$ cat src/rtl/rfae_pkg.sv
package rfae_pkg;

	localparam int DATA_W   = 8;
	localparam int ADDR_W   = 7;
	localparam int IMM_W    = 11;
	localparam int PC_W     = 13;
	localparam int LATCH_W  = 5;
	localparam int RF_DEPTH = 128;

	// page bits of the high latch that feed the upper program counter
	localparam int LATCH_PAGE_HI = 4;
	localparam int LATCH_PAGE_LO = 3;

	localparam logic [DATA_W-1:0] ACC_RST   = 8'h00;
	localparam logic [PC_W-1:0]   PC_RST    = 13'h0000;
	localparam logic              ZERO_RST  = 1'b0;
	localparam logic [DATA_W-1:0] ONE_VAL   = 8'h01;
	localparam logic [DATA_W-1:0] NULL_VAL  = 8'h00;
	localparam logic [PC_W-1:0]   PC_STEP   = 13'h0001;

	// destination select encoding
	localparam logic DEST_ACC = 1'b0;
	localparam logic DEST_REG = 1'b1;

	typedef enum logic [2:0] {
		OP_NONE                        = 3'h0,
		OP_INCREMENT_SKIP_IF_NULL      = 3'h1,
		OP_UNCONDITIONAL_JUMP          = 3'h2,
		OP_OR_LITERAL_INTO_ACCUMULATOR = 3'h3,
		OP_INCREMENT_REGISTER          = 3'h4,
		OP_OR_ACCUMULATOR_AND_REGISTER = 3'h5,
		OP_MOVE_REGISTER               = 3'h6
	} rfae_op_t;

	typedef enum logic [1:0] {
		ST_RUN  = 2'b01,
		ST_FILL = 2'b10
	} rfae_state_t;

endpackage : rfae_pkg

$ cat src/rtl/rfae_alu.sv
`timescale 1ns/100ps
module rfae_alu
	import rfae_pkg::*;
(
	input  rfae_pkg::rfae_op_t          op,
	input  wire logic [rfae_pkg::DATA_W-1:0] acc,
	input  wire logic [rfae_pkg::DATA_W-1:0] fval,
	input  wire logic [rfae_pkg::DATA_W-1:0] lit,
	output logic      [rfae_pkg::DATA_W-1:0] result,
	output logic                        upd_zero,
	output logic                        uses_dest
);

	always_comb begin
		result    = NULL_VAL;
		upd_zero  = 1'b0;
		uses_dest = 1'b0;
		case (op)
			OP_INCREMENT_SKIP_IF_NULL: begin
				// flags untouched here, the zero result only drives the skip
				result    = fval + ONE_VAL;
				uses_dest = 1'b1;
			end
			OP_OR_LITERAL_INTO_ACCUMULATOR: begin
				result   = acc | lit;
				upd_zero = 1'b1;
			end
			OP_INCREMENT_REGISTER: begin
				// 8-bit sum, so 8'hFF wraps to zero
				result    = fval + ONE_VAL;
				upd_zero  = 1'b1;
				uses_dest = 1'b1;
			end
			OP_OR_ACCUMULATOR_AND_REGISTER: begin
				result    = acc | fval;
				upd_zero  = 1'b1;
				uses_dest = 1'b1;
			end
			OP_MOVE_REGISTER: begin
				result    = fval;
				upd_zero  = 1'b1;
				uses_dest = 1'b1;
			end
			default: begin
				result    = NULL_VAL;
				upd_zero  = 1'b0;
				uses_dest = 1'b0;
			end
		endcase
	end

endmodule : rfae_alu

$ cat src/rtl/rfae_regfile.sv
`timescale 1ns/100ps
module rfae_regfile
	import rfae_pkg::*;
(
	input  wire logic                        clk_sys,
	input  wire logic                        ce,
	input  wire logic                        wr_en,
	input  wire logic [rfae_pkg::ADDR_W-1:0] wr_addr,
	input  wire logic [rfae_pkg::DATA_W-1:0] wr_data,
	input  wire logic [rfae_pkg::ADDR_W-1:0] rd_addr_a,
	output logic      [rfae_pkg::DATA_W-1:0] rd_data_a,
	input  wire logic [rfae_pkg::ADDR_W-1:0] rd_addr_b,
	output logic      [rfae_pkg::DATA_W-1:0] rd_data_b
);

	// no reset: contents are loaded by the user before use
	logic [DATA_W-1:0] mem [RF_DEPTH];

	always_ff @(posedge clk_sys) begin
		if (ce && wr_en) begin
			mem[wr_addr] <= wr_data;
		end
	end

	always_comb begin
		rd_data_a = mem[rd_addr_a];
		rd_data_b = mem[rd_addr_b];
	end

endmodule : rfae_regfile

$ cat src/rtl/rfae_core.sv
`timescale 1ns/100ps
module rfae_core
	import rfae_pkg::*;
(
	input  wire logic                         clk_sys,
	input  wire logic                         rst,
	input  wire logic                         ce,
	input  wire logic                         instr_valid,
	input  rfae_pkg::rfae_op_t                instr_op,
	input  wire logic [rfae_pkg::ADDR_W-1:0]  instr_addr,
	input  wire logic                         instr_dest,
	input  wire logic [rfae_pkg::IMM_W-1:0]   instr_imm,
	input  wire logic [rfae_pkg::LATCH_W-1:0] program_counter_high_latch,
	input  wire logic                         load_valid,
	input  wire logic [rfae_pkg::ADDR_W-1:0]  load_addr,
	input  wire logic [rfae_pkg::DATA_W-1:0]  load_data,
	input  wire logic [rfae_pkg::ADDR_W-1:0]  peek_addr,
	output logic                              ready_ff,
	output logic      [rfae_pkg::PC_W-1:0]    pc_ff,
	output logic      [rfae_pkg::DATA_W-1:0]  accum_ff,
	output logic                              zero_ff,
	output logic                              skip_armed_ff,
	output logic                              retire_ff,
	output logic                              discard_ff,
	output logic      [rfae_pkg::DATA_W-1:0]  peek_data_ff
);

	////////////////////////////////////////////////////////////////////////
	// datapath

	rfae_state_t       state_ff;
	rfae_state_t       nxt_state;
	logic              nxt_ready;
	logic [PC_W-1:0]   nxt_pc;
	logic [DATA_W-1:0] nxt_accum;
	logic              nxt_zero;
	logic              nxt_skip_armed;
	logic              nxt_retire;
	logic              nxt_discard;
	logic [DATA_W-1:0] nxt_peek;

	logic              take;
	logic              exec;
	logic [DATA_W-1:0] fval;
	logic [DATA_W-1:0] peek_val;
	logic [DATA_W-1:0] alu_result;
	logic              alu_upd_zero;
	logic              alu_uses_dest;
	logic              rf_wr_en;
	logic [ADDR_W-1:0] rf_wr_addr;
	logic [DATA_W-1:0] rf_wr_data;
	logic              res_null;

	// requests are taken only in the run state; the fill state is the jump's bubble
	assign take     = ce && instr_valid && (state_ff == ST_RUN);
	// a taken instruction while a skip is armed is swallowed
	assign exec     = take && !skip_armed_ff;
	assign res_null = (alu_result == NULL_VAL);

	rfae_alu u_alu (
		.op        (instr_op),
		.acc       (accum_ff),
		.fval      (fval),
		.lit       (instr_imm[DATA_W-1:0]),
		.result    (alu_result),
		.upd_zero  (alu_upd_zero),
		.uses_dest (alu_uses_dest)
	);

	rfae_regfile u_rf (
		.clk_sys   (clk_sys),
		.ce        (ce),
		.wr_en     (rf_wr_en),
		.wr_addr   (rf_wr_addr),
		.wr_data   (rf_wr_data),
		.rd_addr_a (instr_addr),
		.rd_data_a (fval),
		.rd_addr_b (peek_addr),
		.rd_data_b (peek_val)
	);

	////////////////////////////////////////////////////////////////////////
	// register-file write port

	// instruction write-back beats the user load port in the same cycle
	always_comb begin
		rf_wr_en   = 1'b0;
		rf_wr_addr = load_addr;
		rf_wr_data = load_data;
		if (exec && alu_uses_dest && (instr_dest == DEST_REG)) begin
			rf_wr_en   = 1'b1;
			rf_wr_addr = instr_addr;
			rf_wr_data = alu_result;
		end else if (load_valid) begin
			rf_wr_en   = 1'b1;
		end
	end

	////////////////////////////////////////////////////////////////////////
	// sequencing and architectural state

	always_comb begin
		nxt_state      = state_ff;
		nxt_pc         = pc_ff;
		nxt_accum      = accum_ff;
		nxt_zero       = zero_ff;
		nxt_skip_armed = skip_armed_ff;
		nxt_retire     = 1'b0;
		nxt_discard    = 1'b0;
		nxt_peek       = peek_val;
		case (state_ff)
			ST_RUN: begin
				if (take && skip_armed_ff) begin
					// discarded slot still advances the pc like a no-op
					nxt_skip_armed = 1'b0;
					nxt_discard    = 1'b1;
					nxt_pc         = pc_ff + PC_STEP;
				end else if (exec) begin
					nxt_retire = 1'b1;
					nxt_pc     = pc_ff + PC_STEP;
					if (instr_op == OP_UNCONDITIONAL_JUMP) begin
						nxt_pc    = {program_counter_high_latch[LATCH_PAGE_HI:LATCH_PAGE_LO],
							instr_imm};
						nxt_state = ST_FILL;
					end else if (instr_op == OP_OR_LITERAL_INTO_ACCUMULATOR) begin
						nxt_accum = alu_result;
					end else if (alu_uses_dest && (instr_dest == DEST_ACC)) begin
						nxt_accum = alu_result;
					end
					if (alu_upd_zero) begin
						nxt_zero = res_null;
					end
					// only the skip form arms; plain increment never does
					if ((instr_op == OP_INCREMENT_SKIP_IF_NULL) && res_null) begin
						nxt_skip_armed = 1'b1;
					end
				end
			end
			ST_FILL: begin
				// second cycle of the jump: nothing is taken
				if (ce) begin
					nxt_state = ST_RUN;
				end
			end
			default: begin
				nxt_state = ST_RUN;
			end
		endcase
		nxt_ready = (nxt_state == ST_RUN);
	end

	always_ff @(posedge clk_sys) begin
		if (rst) begin
			state_ff      <= ST_RUN;
			ready_ff      <= 1'b1;
			pc_ff         <= PC_RST;
			accum_ff      <= ACC_RST;
			zero_ff       <= ZERO_RST;
			skip_armed_ff <= 1'b0;
			retire_ff     <= 1'b0;
			discard_ff    <= 1'b0;
			peek_data_ff  <= NULL_VAL;
		end else if (ce) begin
			state_ff      <= nxt_state;
			ready_ff      <= nxt_ready;
			pc_ff         <= nxt_pc;
			accum_ff      <= nxt_accum;
			zero_ff       <= nxt_zero;
			skip_armed_ff <= nxt_skip_armed;
			retire_ff     <= nxt_retire;
			discard_ff    <= nxt_discard;
			peek_data_ff  <= nxt_peek;
		end
	end

	////////////////////////////////////////////////////////////////////////
	// checks

	inc_skip_flags_a: assert property (
		@(posedge clk_sys) disable iff (rst)
		exec && (instr_op == OP_INCREMENT_SKIP_IF_NULL) |=> $stable(zero_ff))
		else $error("increment-skip changed the zero flag");

	skip_arms_a: assert property (
		@(posedge clk_sys) disable iff (rst)
		exec && (instr_op == OP_INCREMENT_SKIP_IF_NULL) |=>
			(skip_armed_ff == ($past(fval) == 8'hFF)))
		else $error("skip not armed exactly on a zero increment");

	skip_discard_a: assert property (
		@(posedge clk_sys) disable iff (rst)
		take && skip_armed_ff |=>
			discard_ff && !retire_ff && !skip_armed_ff && $stable(accum_ff) && $stable(zero_ff))
		else $error("armed skip did not discard the next instruction");

	dest_acc_a: assert property (
		@(posedge clk_sys) disable iff (rst)
		exec && alu_uses_dest && (instr_dest == DEST_ACC) |=>
			(accum_ff == $past(alu_result)))
		else $error("result missing from accumulator");

	dest_reg_a: assert property (
		@(posedge clk_sys) disable iff (rst)
		exec && alu_uses_dest && (instr_dest == DEST_REG) |=> $stable(accum_ff))
		else $error("register destination altered the accumulator");

	jump_target_a: assert property (
		@(posedge clk_sys) disable iff (rst)
		exec && (instr_op == OP_UNCONDITIONAL_JUMP) |=>
			(pc_ff == {$past(program_counter_high_latch[4:3]), $past(instr_imm)}))
		else $error("jump target wrongly composed");

	jump_two_cycle_a: assert property (
		@(posedge clk_sys) disable iff (rst)
		exec && (instr_op == OP_UNCONDITIONAL_JUMP) && ce ##1 ce |->
			!ready_ff && $stable(zero_ff) ##1 ready_ff)
		else $error("jump did not take two cycles");

	or_literal_a: assert property (
		@(posedge clk_sys) disable iff (rst)
		exec && (instr_op == OP_OR_LITERAL_INTO_ACCUMULATOR) |=>
			(accum_ff == ($past(accum_ff) | $past(instr_imm[7:0]))) &&
			(zero_ff == (accum_ff == 8'h00)))
		else $error("or-literal result or zero flag wrong");

	inc_wrap_a: assert property (
		@(posedge clk_sys) disable iff (rst)
		exec && (instr_op == OP_INCREMENT_REGISTER) && (instr_dest == DEST_ACC) &&
			(fval == 8'hFF) |=> (accum_ff == 8'h00) && zero_ff && !skip_armed_ff)
		else $error("increment of 255 did not wrap with zero set");

	zero_flag_a: assert property (
		@(posedge clk_sys) disable iff (rst)
		exec && alu_upd_zero |=> (zero_ff == ($past(alu_result) == 8'h00)))
		else $error("zero flag does not follow result");

	move_test_a: assert property (
		@(posedge clk_sys) disable iff (rst)
		exec && (instr_op == OP_MOVE_REGISTER) && (instr_dest == DEST_ACC) |=>
			(accum_ff == $past(fval)) && (zero_ff == ($past(fval) == 8'h00)))
		else $error("move result or zero flag wrong");

	or_reg_a: assert property (
		@(posedge clk_sys) disable iff (rst)
		exec && (instr_op == OP_OR_ACCUMULATOR_AND_REGISTER) && (instr_dest == DEST_ACC) |=>
			(accum_ff == ($past(accum_ff) | $past(fval))))
		else $error("or-register result wrong");

	rf_write_a: assert property (
		@(posedge clk_sys) disable iff (rst)
		exec && alu_uses_dest && (instr_dest == DEST_REG) |->
			rf_wr_en && (rf_wr_addr == instr_addr) && (rf_wr_data == alu_result))
		else $error("register destination not written back");

	lit_no_write_a: assert property (
		@(posedge clk_sys) disable iff (rst)
		exec && (instr_op == OP_OR_LITERAL_INTO_ACCUMULATOR) |-> (rf_wr_en == load_valid))
		else $error("or-literal wrote the register file");

	inc_no_skip_a: assert property (
		@(posedge clk_sys) disable iff (rst)
		exec && (instr_op == OP_INCREMENT_REGISTER) |=> retire_ff && !skip_armed_ff)
		else $error("plain increment armed a skip");

	skip_pc_a: assert property (
		@(posedge clk_sys) disable iff (rst)
		take && skip_armed_ff |=> ready_ff && (pc_ff == $past(pc_ff) + PC_STEP))
		else $error("discarded slot did not advance like a no-op");

	skip_inc_value_a: assert property (
		@(posedge clk_sys) disable iff (rst)
		exec && (instr_op == OP_INCREMENT_SKIP_IF_NULL) && (instr_dest == DEST_ACC) |=>
			(accum_ff == $past(fval) + ONE_VAL))
		else $error("increment-skip sum missing from accumulator");

	move_keep_a: assert property (
		@(posedge clk_sys) disable iff (rst)
		exec && (instr_op == OP_MOVE_REGISTER) && (instr_dest == DEST_REG) |=>
			$stable(accum_ff) && (zero_ff == ($past(fval) == NULL_VAL)))
		else $error("move onto a register changed the accumulator or missed zero");

	jump_flags_a: assert property (
		@(posedge clk_sys) disable iff (rst)
		exec && (instr_op == OP_UNCONDITIONAL_JUMP) |=>
			retire_ff && $stable(accum_ff) && $stable(zero_ff) && !skip_armed_ff)
		else $error("jump changed the accumulator or flags");

	bubble_refuse_a: assert property (
		@(posedge clk_sys) disable iff (rst)
		!ready_ff && ce && instr_valid |=> !retire_ff && !discard_ff && $stable(accum_ff))
		else $error("instruction taken during the jump bubble");

endmodule : rfae_core

$ cat config.mk
export PLATFORM = sky130hd
export DESIGN_NAME = rfae_core
export DESIGN_NICKNAME = d
export VERILOG_FILES = /design/src/rtl/rfae_pkg.sv /design/src/rtl/rfae_alu.sv /design/src/rtl/rfae_regfile.sv /design/src/rtl/rfae_core.sv
export SDC_FILE = /design/constraint.sdc
export NUM_CORES = 1
export LEC_CHECK = 0
export BUFFER_PORTS_ARGS = -buffer_cell sky130_fd_sc_hd__buf_2
export CELL_PAD_IN_SITES_DETAIL_PLACEMENT = 0
export CELL_PAD_IN_SITES_GLOBAL_PLACEMENT = 1
export CORE_MARGIN = 1
export CORE_UTILIZATION = 50
export CTS_BUF_LIST = sky130_fd_sc_hd__clkbuf_8 sky130_fd_sc_hd__clkbuf_16
export DETAILED_ROUTE_END_ITERATION = 8
export HOLD_SLACK_MARGIN = 0.12
export PLACE_DENSITY_LB_ADDON = 0.3
export RECOVER_POWER = 25
export SLEW_MARGIN = 20
export SYNTH_ARGS = -nofsm -noshare
export SYNTH_HDL_FRONTEND = slang
export SYNTH_SLANG_ARGS = --single-unit
export TNS_END_PERCENT = 100
$ cat constraint.sdc
create_clock -name clk_sys -period 28.9 [get_ports clk_sys]
set_input_delay 4.335 -clock clk_sys [delete_from_list [all_inputs] [get_ports clk_sys]]
set_output_delay 4.335 -clock clk_sys [all_outputs]
set_load 0.01 [all_outputs]
==> results.toml <==
[yosys]
synth_top_area_cell = "edfxtp_1"
async_flop_share_pct = 0
synth_flop_cell = "edfxtp_1"
netlist_instances = 2695
syn-num-nets = 2753
netlist.area_leader.share_pct = 60.8
netlist_top_cells_area = "edfxtp_1 (61%), mux4_2 (25%), mux2i_1 (2.4%)"
netlist_area_um2 = 50600
yosysMostFrequentCell = "edfxtp_1"
yosys_warnings = 0
syn_area_per_cell_um2 = 18.8
ys_seq_area_share_pct = 62.2
ys_ff_latch = 1060
synth_edf_count = 1024
synthTopCellsByCount = "edfxtp_1 (1024), mux4_2 (567), nor2_1 (189)"
synth_cell_type_count = 71

[drt]
drt_pass1_iterations = 7
postRouteAntennaNets = 0
wl_per_cell_um = 36.3
num_vias = 29700
top_layer_used = "met5"
dr.first_iter.drc_count = 4467
drt-met1-wl_mm = 56.1
route.detailed.drc = 0
viasPerCell = 7.16
wl_met2_mm = 69.6
wirelength_mm = 151
wl_met3_mm = 18.4

[final_layout]
fillCellCount = 7557
finalNetCount = 2822
final_area_um2 = 55700
final_core_util_pct = 55.6
register_area_um2 = 31500
layout-drive-gt1-share_pct = 30.2
synthToLayoutAreaGrowth_pct = 10.1
multi_input_area_um2 = 18100

[sta]
finalHoldViolCount = 0
slew_headroom_pct = -326
max_freq_ghz = 0.0663
final.min_clock_period_ns = 15.08
final-setup-viol-count = 0
clock_skew_ns = 0.0324
holdWs_ns = 0.487
rsz0062_at_grt = "no"
finalCritPeriodShare_pct = 52.2
setup_tns_ns = 0
drv_slew = 122
worst_pin_slew_ns = 6.39

[global_routing]
gr-usage-all-layers_pct = 29.9
grt_pass1_vias = 29700
overflow = 0
grt_max_degree = 129
grt_pass1_wl_mm = 217
antenna_found_initial = 11

[setup_path]
crit_top_cell = "mux4_2"
path_max_fanout = 72
startpoint_type = "primary input"
path_cells = "clkbuf_1 > clkbuf_1 > buf_4 > mux4_2 > mux4_2 > mux4_2 > mux2i_1 > a211oi_1"
worst_path_max_delay_cell = "clkbuf_1"
end_kind = "register"
critPathMaxStageDelay_ns = 4.39
crit_required_ns = 29.43
worstPathArrival_ns = 15.61
crit_type = "primary input to register"

[run_status]
outcome = "complete, but fails checks"
failed_checks = "capacitance limit, slew limit"

[hold_path]
min_path_type = "register to register"

[placed_design]
dpl.hpwl_mm = 95.6
place.gp.congestion = 0.904
port_buffers = 84
dpl-instance-area_um2 = 52400

[die]
die_y_um = 320
dieArea_um2 = 102000
fp.coreArea_um2 = 100000
ios = 88
start_util_pct = 50.5
fp.dieW_um = 320
fp-row-count = 116

[cts]
clk_latency_ns = 0.70
clock_path_buffers = 3
post_cts_buffers = 0
holdBufCountCts = 0
cts_tree = "yes"
cts-root-buf = "clkbuf_16"
cts_buffers = 110
cts_resized = 0
htree_levels = 3
clock_sinks = 1060
clkTransAtPathRegs_ns = 0.06

[pwr]
power.density_nw_per_um2 = 60.7
p_leak_nw = 17.4
peakVddDrop_mv = 0.0507

[run]
drv_cap = 2
power by group:
group	internal (W)	switching, W	total [W]
clock	0.000786	0.000589	0.00138
sequential	0.00170	0.00000280	0.00170
combinational	0.000118	0.000188	0.000306
total	0.00260	0.000780	0.00338
per-stage QoR:
stage | total power [W] | instances | worst slack (ns)
4_1_cts | 0.00339 | 4151 | 17.60
2_1_floorplan | 0.00194 | 2695 | 15.03
3_5_place_dp | 0.00203 | 3950 | 16.92
5_1_grt | 0.00346 | 4151 | 12.45
3_3_place_gp | 0.00202 | 3950 | 17.12
6_report | 0.00338 | 4153 | 13.82
critical path: cells and delay by family:
kind            cells  cell delay (ns)
mux                 4             2.27
buf+inv             3             8.65
compound gates      1             0.17
flip-flops by register name, summed over array words and instances, names as in the netlist, 2 cells and up:
signal / cells
peek_data_ff: 8
accum_ff: 8
pc_ff: 13
u_rf.mem: 1024
state_ff: 2
layout make-up:
class / instances / area share [%]
inverter: 14 / 0.0944
clock inverter: 89 / 1.20
timing repair buffer: 159 / 1.67
clock buffer: 112 / 5.04
antenna: 2 / 0.00899
multi-input combinational: 1419 / 32.5
sequential: 1060 / 56.5
tap: 1298 / 2.92
cells by family after synthesis:
| group | count (synthesis) | synth area share [%] |
|---|---|---|
| flops | 1060 | 62.2 |
| mux | 704 | 28.0 |
| simple gates | 481 | 4.29 |
| compound gates | 226 | 3.11 |
| buf+inv | 216 | 2.19 |
| xor+xnor | 4 | 0.0693 |
| fa+ha+maj | 4 | 0.0990 |
cell usage in the layout, fill, tap and decap left out, drive strengths merged, types with 6 or more instances in the layout:
master / Yosys / layout
a22oi: 30 / 30
dfxtp: 36 / 36
o31ai: 6 / 6
a211oi: 26 / 26
clkbuf: 94 / 173
mux2: 18 / 18
nand2b: 14 / 14
a32oi: 6 / 6
bufinv: 0 / 10
nor4: 10 / 10
and2: 6 / 6
and3: 21 / 21
o21ai: 47 / 47
mux4: 567 / 567
clkinv: 1 / 50
inv: 13 / 39
buf: 108 / 98
mux2i: 119 / 119
a32o: 6 / 6
a21oi: 36 / 36
a22o: 6 / 6
a31oi: 7 / 7
nand4: 18 / 18
nand2: 130 / 130
nor2b: 14 / 14
o22ai: 8 / 8
a311oi: 6 / 6
nand3: 44 / 44
nor2: 189 / 189
a221oi: 11 / 11
nor3: 19 / 19
edfxtp: 1024 / 1024
worst paths after layout:
path,to,cells after the start,slack (ns),startpoint
worst max-delay path,peek_data_ff[4],8,13.82,peek_addr[0]
worst min-delay path,discard_ff,2,0.49,discard_ff
worst max register to register,u_rf.mem[123][5],8,22.13,state_ff[0]
worst min register to register,discard_ff,2,0.49,discard_ff
routing by layer:
layer  track usage [%]  vias up
li1                  -    11700
met1              41.0    15700
met2              45.3     2035
met3              8.30      342
met4              12.8        8
met5                 0        -
Note: power is estimated with default switching activity, not from simulation.
